$ cat src/rtl/bcg_cfg.svh
// Functional notes
// - The bus enable clock runs at one quarter of the oscillator input frequency.
// - Two non-overlapping internal phases come from the enable, phase two in step with it.
// - Each enable edge is made on every second falling edge of the input clock.
// - A bus cycle is one low half of the enable followed by one high half.
// - The address is valid in the low half and data moves in the following high half.
// - Data is driven on the data bus only while the enable is high, by any party.
// - Cycle-based timing of the device is counted in enable clock cycles.
// - The read/write line is high for a read and low for a write; read-modify-write does both.
// - The timer is clocked by the enable, so it follows any change of the input clock.
// - The serial bit rate generator is clocked from the timer.
// - The enable keeps running while the reset pin is held low.
// - The reset pin is synchronised to the enable and taken on an enable falling edge.
`ifndef BCG_CFG_SVH
`define BCG_CFG_SVH
`define BCG_PHASE_W 2
`define BCG_PHASE_RST 2'h0
`define BCG_PHASE_STEP 2'h1
`define BCG_E_BIT 1
`define BCG_IDLE_ADDR 16'hFFFF
`define BCG_ADDR_W 16
`define BCG_DATA_W 8
`define BCG_BAUD_DIV 16
`define BCG_ECNT_W 16
`endif

$ cat src/rtl/bcg_pkg.sv
package bcg_pkg;
    // Bus sequencer states
    typedef enum logic [0:0] {
        BCG_NORMAL = 1'b0,
        BCG_RMW_WR = 1'b1
    } bcg_seq_t;
endpackage

$ cat src/rtl/bcg_tick_if.sv
interface bcg_tick_if;
    logic timer_tick;
    logic baud_tick;
    modport src (output timer_tick, input baud_tick);
    modport baud (input timer_tick, output baud_tick);
endinterface
$ cat src/rtl/bcg_baud.sv
`include "bcg_cfg.svh"
module bcg_baud #(
    parameter int BAUD_DIV = `BCG_BAUD_DIV
) (
    input wire logic sys_clk, // System clock
    input wire logic rst_n, // Asynchronous reset, active low
    bcg_tick_if.baud tk // Timer tick in, baud tick out
);
    localparam int CW = $clog2(BAUD_DIV);

    // A divider below two leaves no count to wrap
    if (BAUD_DIV < 2) begin : g_bad_div
        $error("BAUD_DIV must be at least 2");
    end

    logic [CW-1:0] count;
    logic [CW-1:0] next_count;
    logic wrap;

    // Counts timer ticks only, so a stretched input clock slows serial timing too
    assign wrap = (count == CW'(BAUD_DIV - 1));
    assign next_count = wrap ? '0 : count + CW'(1);

    always_ff @(posedge sys_clk or negedge rst_n) begin
        if (!rst_n) begin
            count <= '0;
            tk.baud_tick <= 1'b0;
        end else begin
            tk.baud_tick <= tk.timer_tick & wrap;
            if (tk.timer_tick) begin
                count <= next_count;
            end
        end
    end
endmodule // bcg_baud

$ cat src/rtl/bcg_clkgen.sv
`include "bcg_cfg.svh"
module bcg_clkgen #(
    parameter int BAUD_DIV = `BCG_BAUD_DIV
) (
    input wire logic sys_clk, // System clock, 200 MHz
    input wire logic rst_n, // Power-up reset, asynchronous, active low
    input wire logic crystal_input_a, // Oscillator pin, grounded with an outside source
    input wire logic crystal_input_b, // Oscillator pin, outside clock source
    input wire logic reset_in_n, // Reset pin, active low
    input wire logic cpu_valid, // Core has a bus request
    input wire logic [15:0] cpu_addr, // Request address
    input wire logic cpu_rw, // Request direction, high is read
    input wire logic cpu_rmw, // Read to be followed by a write
    input wire logic [7:0] cpu_wdata, // Write data
    input wire logic [7:0] data_i, // Data bus pin level
    output logic e_clk, // Bus enable clock
    output logic phi1, // Internal phase one
    output logic phi2, // Internal phase two
    output logic [15:0] addr_o, // Address bus
    output logic rw_o, // Read/write line
    output logic [7:0] data_o, // Data bus drive value
    output logic data_oe, // Data bus drive enable
    output logic cycle_start, // Pulse: a new bus cycle began
    output logic [7:0] rdata, // Read data of the last cycle
    output logic rdata_valid, // Pulse: rdata updated
    output logic cpu_reset, // Reset as seen by the core
    output logic timer_tick, // Pulse per enable cycle
    output logic baud_tick, // Pulse per bit-rate period
    output logic [15:0] ecycle_count // Free count of enable cycles
);
    // Bus widths are fixed by the port list; other macro values would cut bits
    if (`BCG_ADDR_W != 16 || `BCG_DATA_W != 8) begin : g_bad_width
        $error("Bus widths must be 16 and 8");
    end

    // The bit-rate divider cannot wrap in fewer than two timer ticks
    if (BAUD_DIV < 2) begin : g_bad_div
        $error("BAUD_DIV must be at least 2");
    end

    bcg_tick_if tk ();

    // Each oscillator pin passes two flops of its own before the XOR, so a glitch
    // of the XOR never reaches a first stage; s1 is read only by s2
    logic xa_s1;
    logic xa_s2;
    logic xb_s1;
    logic xb_s2;
    logic osc_s2;
    logic osc_s3;
    logic rst_s1;
    logic rst_s2;
    logic [7:0] din_s1;
    logic [7:0] din_s2;

    always_ff @(posedge sys_clk or negedge rst_n) begin
        if (!rst_n) begin
            xa_s1 <= 1'b0;
            xa_s2 <= 1'b0;
            xb_s1 <= 1'b0;
            xb_s2 <= 1'b0;
            osc_s3 <= 1'b0;
            rst_s1 <= 1'b0;
            rst_s2 <= 1'b0;
            din_s1 <= 8'h00;
            din_s2 <= 8'h00;
        end else begin
            xa_s1 <= crystal_input_a;
            xa_s2 <= xa_s1;
            xb_s1 <= crystal_input_b;
            xb_s2 <= xb_s1;
            osc_s3 <= osc_s2;
            rst_s1 <= reset_in_n;
            rst_s2 <= rst_s1;
            din_s1 <= data_i;
            din_s2 <= din_s1;
        end
    end

    // Oscillator level as the two synchronised pins give it
    assign osc_s2 = xa_s2 ^ xb_s2;

    // Divider works on falling edges only, so input duty cycle does not matter
    logic osc_fall;
    logic [`BCG_PHASE_W-1:0] phase;
    logic [`BCG_PHASE_W-1:0] next_phase;
    logic next_e;
    logic e_falls;
    logic e_rises;
    logic next_phi1;

    // Phase counts oscillator falls: 0 and 1 keep E low, 2 and 3 keep it high
    assign osc_fall = osc_s3 & ~osc_s2;
    assign next_phase = osc_fall ? phase + `BCG_PHASE_STEP : phase;
    assign next_e = next_phase[`BCG_E_BIT];
    // Edge strobes look one cycle ahead, so registered outputs move with E
    assign e_falls = e_clk & ~next_e;
    assign e_rises = ~e_clk & next_e;
    // Phase one waits a cycle after E falls, so the two phases never overlap
    assign next_phi1 = ~next_e & ~e_clk;

    // A stretched half just delays the next falling edge; the phase stays in step
    always_ff @(posedge sys_clk or negedge rst_n) begin
        if (!rst_n) begin
            phase <= `BCG_PHASE_RST;
            e_clk <= 1'b0;
            phi1 <= 1'b0;
            phi2 <= 1'b0;
        end else begin
            phase <= next_phase;
            e_clk <= next_e;
            phi1 <= next_phi1;
            phi2 <= next_e;
        end
    end

    // Bus sequencer: a new cycle starts as E falls; idle cycles read the top address
    bcg_pkg::bcg_seq_t seq;
    bcg_pkg::bcg_seq_t next_seq;
    logic [15:0] hold_addr;
    logic [15:0] next_addr;
    logic next_rw;
    logic [7:0] next_wdata;
    logic next_oe;
    logic [7:0] wdata;
    logic take_reset;
    bcg_pkg::bcg_seq_t start_seq;
    logic [15:0] start_addr;
    logic start_rw;

    assign next_seq = (seq == bcg_pkg::BCG_RMW_WR) ? bcg_pkg::BCG_NORMAL
                    : ((cpu_valid & cpu_rw & cpu_rmw) ? bcg_pkg::BCG_RMW_WR
                                                      : bcg_pkg::BCG_NORMAL);
    assign next_addr = (seq == bcg_pkg::BCG_RMW_WR) ? hold_addr
                     : (cpu_valid ? cpu_addr : `BCG_IDLE_ADDR);
    assign next_rw = (seq == bcg_pkg::BCG_RMW_WR) ? 1'b0
                   : (cpu_valid ? cpu_rw : 1'b1);
    assign next_wdata = cpu_wdata;
    // The reset taken at an E fall also makes the cycle it starts an idle read
    assign take_reset = ~rst_s2;
    assign start_seq = take_reset ? bcg_pkg::BCG_NORMAL : next_seq;
    assign start_addr = take_reset ? `BCG_IDLE_ADDR : next_addr;
    assign start_rw = take_reset ? 1'b1 : next_rw;
    // Only writes drive, and only in the high half of E
    assign next_oe = next_e & ~rw_o & ~cpu_reset;

    always_ff @(posedge sys_clk or negedge rst_n) begin
        if (!rst_n) begin
            seq <= bcg_pkg::BCG_NORMAL;
            hold_addr <= `BCG_IDLE_ADDR;
            addr_o <= `BCG_IDLE_ADDR;
            rw_o <= 1'b1;
            wdata <= 8'h00;
            data_o <= 8'h00;
            data_oe <= 1'b0;
            cycle_start <= 1'b0;
        end else begin
            cycle_start <= e_falls;
            data_oe <= next_oe;
            data_o <= wdata;
            if (e_falls) begin
                seq <= start_seq;
                hold_addr <= next_addr;
                addr_o <= start_addr;
                rw_o <= start_rw;
                wdata <= next_wdata;
            end
        end
    end

    // Read data is taken at the close of the high half, from the synchronised pins
    logic read_done;
    assign read_done = e_falls & rw_o;

    always_ff @(posedge sys_clk or negedge rst_n) begin
        if (!rst_n) begin
            rdata <= 8'h00;
            rdata_valid <= 1'b0;
        end else begin
            rdata_valid <= read_done;
            if (read_done) begin
                rdata <= din_s2;
            end
        end
    end

    // Reset pin is sampled on E falling edges; E itself keeps running meanwhile
    always_ff @(posedge sys_clk or negedge rst_n) begin
        if (!rst_n) begin
            cpu_reset <= 1'b1;
        end else if (e_falls) begin
            cpu_reset <= take_reset;
        end
    end

    // Timer and cycle count advance once per enable cycle
    always_ff @(posedge sys_clk or negedge rst_n) begin
        if (!rst_n) begin
            tk.timer_tick <= 1'b0;
            timer_tick <= 1'b0;
            ecycle_count <= 16'h0000;
        end else begin
            tk.timer_tick <= e_rises;
            timer_tick <= e_rises;
            if (e_rises) begin
                ecycle_count <= ecycle_count + 16'h0001;
            end
        end
    end

    // The bit-rate divider sees timer ticks only, never the oscillator
    bcg_baud #(
        .BAUD_DIV(BAUD_DIV)
    ) u_baud (
        .sys_clk(sys_clk),
        .rst_n(rst_n),
        .tk(tk.baud)
    );

    // Baud tick is a flop inside the divider, passed out without logic
    assign baud_tick = tk.baud_tick;
endmodule // bcg_clkgen

$ cat config.mk
export PLATFORM = sky130hd
export DESIGN_NAME = bcg_clkgen
export DESIGN_NICKNAME = d
export VERILOG_FILES = /design/src/rtl/bcg_pkg.sv /design/src/rtl/bcg_tick_if.sv /design/src/rtl/bcg_baud.sv /design/src/rtl/bcg_clkgen.sv
export VERILOG_INCLUDE_DIRS = /design/src /design/src/rtl
export SDC_FILE = /design/constraint.sdc
export NUM_CORES = 1
export LEC_CHECK = 0
export BUFFER_PORTS_ARGS = -buffer_cell sky130_fd_sc_hd__buf_2
export CAP_MARGIN = 20
export CORE_MARGIN = 2
export CORE_UTILIZATION = 53
export CTS_CLUSTER_DIAMETER = 120
export CTS_CLUSTER_SIZE = 16
export DETAILED_ROUTE_END_ITERATION = 7
export PLACE_DENSITY = 0.76
export SETUP_SLACK_MARGIN = 0.5
export SYNTH_ARGS = -nofsm -noshare
export SYNTH_HDL_FRONTEND = slang
export SYNTH_HIERARCHICAL = 1
export SYNTH_SLANG_ARGS = --single-unit
export TNS_END_PERCENT = 50
$ cat constraint.sdc
create_clock -name sys_clk -period 1.8 [get_ports sys_clk]
set_clock_uncertainty 0.2 [all_clocks]
set_input_delay 0.36 -clock sys_clk [delete_from_list [all_inputs] [get_ports sys_clk]]
set_output_delay 0.36 -clock sys_clk [all_outputs]
set_load 0.005 [all_outputs]
# ---- Yosys cells after proc, flatten, opt, wreduce, memory -nomap -nowiden
# Index checks and enable logic that the tools add are counted.
dict set report totals {
  mem_bits_ro 0
  memories 0
  mem_bits_rw 0
  latch_bits 0
  register_bits 110
}
dict set report classes {
  n_eq_ne 1
  order_cmp 0
  n_shift 0
  mux 11
  div 0
  n_addsub 3
  mul 0
  bitwise_logic 17
  reduce_logical 0
}
# op count
set op_table {}
lappend op_table {{16-bit 2-to-1 mux} 3}
lappend op_table {{16-bit by 1-bit adder with 16-bit output, second input constant} 1}
lappend op_table {{1-bit bitwise AND} 10}
lappend op_table {{1-bit 2-to-1 mux} 6}
lappend op_table {{1-bit NOT} 6}
lappend op_table {{4-bit by 1-bit adder with 4-bit output, second input constant} 1}
lappend op_table {{4-bit equality test, second input constant} 1}
lappend op_table {{4-bit 2-to-1 mux} 1}
lappend op_table {{2-bit by 1-bit adder with 2-bit output, second input constant} 1}
lappend op_table {{2-bit 2-to-1 mux} 1}
lappend op_table {{1-bit bitwise XOR} 1}

# ---- Logic depth before layout (Yosys ltp)
dict set report logic_depth {
  ltp_word 7
  depth_mapped 6
  depth_no_buf 5
}

# ---- Hierarchy
# Netlist, hierarchy kept.
# mod cells_each area_per_inst_um2 instances
set modules_own_cells {}
lappend modules_own_cells {bcg_clkgen 302 3821.2 1}
lappend modules_own_cells {bcg_baud 20 212.7 1}

# ---- Worst setup path before layout
# No wires, ideal clock.
dict set report synth_path {
  path_kind {register -> register}
  start {register, netlist name phi2}
  end {register ecycle_count[12]}
  setup_ns 0.124
  t_required_ns 1.476
  period_less_slack_ns 1.670
  path_slack_ns 0.130
  path_stages_with_launch 6
  t_arrival_ns 1.346
  cell_sequence {dfrtp_1 buf_2 nand4b_4 nor4_4 nand3_1 xnor2_1}
}
# element line
set synth_rtl {}
lappend synth_rtl {{to (signal assigned)} bcg_clkgen.sv:206} ;# ecycle_count <= ecycle_count + 16'h0001;
lappend synth_rtl {{to (decl)} bcg_clkgen.sv:29} ;# output logic [15:0] ecycle_count

# ---- Final worst setup path
dict set report layout_path {
  start {register xb_s2}
  end {register data_oe}
}
dict set report layout_via {
  elab_chain_len 6
}
# element line
set layout_rtl {}
lappend layout_rtl {{from (decl)} bcg_clkgen.sv:48} ;# logic xb_s2;
lappend layout_rtl {{from (signal assigned)} bcg_clkgen.sv:71} ;# xb_s2 <= xb_s1;
lappend layout_rtl {{1-bit bitwise XOR} bcg_clkgen.sv:81} ;# assign osc_s2 = xa_s2 ^ xb_s2;
lappend layout_rtl {{via osc_s2} bcg_clkgen.sv:49} ;# logic osc_s2;
lappend layout_rtl {{1-bit NOT} bcg_clkgen.sv:93} ;# assign osc_fall = osc_s3 & ~osc_s2;
lappend layout_rtl {{1-bit bitwise AND} bcg_clkgen.sv:93}
lappend layout_rtl {{2-bit 2-to-1 mux} bcg_clkgen.sv:94} ;# assign next_phase = osc_fall ? phase + `BCG_PHASE_STEP : phase;
lappend layout_rtl {{via next_phase[1]} bcg_clkgen.sv:86} ;# logic [`BCG_PHASE_W-1:0] next_phase;
lappend layout_rtl {{1-bit bitwise AND (2 in series)} bcg_clkgen.sv:145} ;# assign next_oe = next_e & ~rw_o & ~cpu_reset;
lappend layout_rtl {{via next_oe} bcg_clkgen.sv:124} ;# logic next_oe;
lappend layout_rtl {{to (signal assigned)} bcg_clkgen.sv:159} ;# data_oe <= next_oe;
lappend layout_rtl {{to (decl)} bcg_clkgen.sv:22} ;# output logic data_oe,
# The timed path passes the listed nets, and every way through them passes these cells.
# A chain may end at the register's enable or synchronous reset.

==> impl_results.md <==
* # fillers at 409
* First-pass GRT wire length at 14600 µm
* CP Max Fanout at 7
* Routability Congestion at between 0.8 and 0.9
* Worst-Skew Late Latency at 0.36 ns
* Die Ht at around 90 µm
* Hold_sp: cpu_rmw
* Total power at 8090 µW
* FF+latch area at 2800 µm²
* Crit path DAT at 1.85 ns
* Final setup violation count at 0
* DIE WIDTH at just over 90 µm
* Leakage at between 0.002 and 0.003 µW
* Vias in the first global route at 3050
* Count of cell types in the netlist at 36
* Setup WS pre-CTS at 0.0475 ns
* Clock Path Buffers at 2
* CTS tree: yes
* Vias after detailed routing at 3144
* Post-Syn Instances at around 320
* Setup crit end kind: register
* Rows at 31
* Initial antenna violation count at 0
* DRT Wirelength at approximately 10000 µm
* WHS Endpoint: seq
* Core Region at 7330 µm²
* Die area at ~8300 µm²
* Drc violations at 0
* Ant. Diodes at 0
* Grt total ovfl at 0
* Maximum vdd drop at 814 µV
* Pins Over Slew Limit at 0
* Unrepaired setup endpoints after global routing: true
* PortBufs at 97
* DRT Pass-1 Iters at 4
* Hold Crit Depth at 3
* Max frequency at approximately 0.56 GHz
* Synthesized area at 4030 µm²
* Crit start category: register
* Final WS setup at about 0.016 ns
* Via density at 5.39
* Tcrit/Tclk final at 0.991
* Starting Density at 0.550
* Flop2flop setup slack at roughly 0.016 ns
* TritonCTS Sinks at 110
* Synth Register Bits at 110
* Net count after synthesis at 364
* Share of cells above drive strength 1 at 0.510
* Routed len/inst at 17.6 µm
* Slew @ Worst Pin at 0.422 ns
* Root buffer cell: clkbuf_8
* H-tree depth at 3
* Worst EP required at around 1.9 ns
* CP Class: register to register
* Nets at 521
* GRT Resource Usage Total at 0.224
* Clock-pin slew on the worst setup and hold paths at 0.10 ns
* Headroom to the max-slew limit at 0.719
* Detailed-placement wirelength estimate at 5700 µm
* Worst reg2reg endpoint: data_oe
* Sequential area share after synthesis at 0.693
* Final ANT Viol Nets at 0
* Ports at 98
* Final Hold Viols at 0
* Worst Hold Class: input port to register
* Number of CTS-inserted buffers at 9
* Max Cap Viol at 0
* Synthesis warning total at 6
* Start point of the critical path: xb_s2
* P&R area growth vs syn at 48.4%
* Status: finished clean
* Worst R2R Path Depth at 5
* Tmin final at 1.78 ns
* Iteration-0 DRC Markers at around 150
* FF-to-FF Start: xb_s2
* Multi-input logic area at 1470 µm²
* Syn avg cell area at 12.5 µm²
* Largest net degree at the start of global routing at 43
* PwrDens at ~1400 nW/µm²
==> registers in the layout, indices dropped and copies added (netlist names), 4 cells and up <==
name and cells:
data_o 8, ecycle_count 16, din_s2 8, addr_o 16, rdata 8, hold_addr 16
u_baud/count 4, wdata 8, din_s1 8
==> worst max-delay path by stage <==
stage                             to  slack (ns)  depth (start not counted)
global placement    ecycle_count[12]        0.09                          5
detailed placement  ecycle_count[10]        0.05                          5
floorplan           ecycle_count[12]        0.15                          5
finish                       data_oe        0.02                          5
CTS                 ecycle_count[13]        0.09                          5
global route                 data_oe       -0.07                          5
==> cells in the mapped netlist, drive strengths merged <==
library cell,number,area (µm²)
nand3,8,45.0
dfstp,34,893
o21ai,23,115
and3,1,6.26
and4,1,8.76
nand2,56,218
and2,2,12.5
clkinv,1,3.75
xnor2,14,130
nand4b,1,23.8
nor3b,1,7.51
inv,5,18.8
nor3,1,16.3
o22ai,15,93.8
mux2,10,113
nor2,23,86.3
dfrtp,76,1900
nand4,4,25.0
clkbuf,7,26.3
or3,1,6.26
nor4,4,55.1
a21oi,1,5.00
nand2b,1,6.26
a31oi,17,106
xor2,5,43.8
buf,8,41.3
ha,2,25.0
==> cell type report <==
cell class | count | share of cell area
sequential | 110 | 0.467
multi-input combinational | 192 | 0.245
timing repair buffer | 160 | 0.227
clock buffer | 10 | 0.0230
tap | 99 | 0.0207
clock inverter | 6 | 0.0113
inverter | 6 | 0.00564
==> worst max-delay path, cell delays in order (launching register included) <==
cell     delay, ns
dfrtp_1       0.40
xnor2_2       0.27
inv_4         0.11
nor2_1        0.24
xor2_1        0.24
nor3b_1       0.23
==> stage by stage <==
stage | area, µm² | setup TNS [ns] | std cells | hold slack (ns) | util
floorplan | 4070 | 0 | 322 | -0.136 | -
global placement | 4710 | 0 | 516 | 0.0525 | 0.643
detailed placement | 4710 | 0 | 516 | 0.0607 | 0.643
CTS | 5460 | 0 | 568 | 0.0305 | 0.745
global route | 5980 | -0.0685 | 583 | 0.0718 | 0.816
finish | 5980 | 0 | 583 | 0.0814 | 0.816
==> power by group <==
part	leakage [µW]	internal (µW)	switching, µW
clock network	0.0000993	689	818
logic	0.00139	1400	1300
registers	0.00130	3400	471
total	0.00279	5500	2590
==> cell families after synthesis <==
group / share of synthesized area
DFF: 0.693
and+or+nand+nor: 0.128
AOI/OAI and AO/OA: 0.0794
buffers and inverters: 0.0223
xor gates and xnor gates: 0.0431
muxes: 0.0279
adders and majority gates: 0.00620
==> placed cells by master (no fill, tap or decap), types with 8 or more instances in the layout <==
cell type / Yosys / layout
dfstp_2: 34 / 34
clkbuf_8: 0 / 10
mux2_2: 9 / 8
buf_6: 0 / 17
buf_4: 1 / 20
buf_2: 6 / 85
o22ai_1: 15 / 12
nand2_1: 55 / 46
dlygate4sd3_1: 0 / 20
xnor2_1: 13 / 13
a31oi_4: 0 / 13
o21ai_0: 21 / 12
dfrtp_1: 76 / 74
nor2_1: 23 / 22
==> per-layer routing <==
layer,GRT usage,share of wire,wire length [µm],vias up
met2,0.389,0.51,5240,123
met1,0.287,0.42,4330,1571
li1,-,-,-,1427
met5,0,0,0,-
met4,0.0619,0.020,207,0
met3,0.0456,0.047,484,23
==> repair_timing <==
item	in CTS	in global routing
setup endpoints to repair	131	132
endpoints found under the hold margin	96	0
gates cloned	4	8
hold buffers	20	0
gates resized for setup	30	64
pin swaps	13	28
setup buffers	12	7
Note: power is estimated with default switching activity, not from simulation.
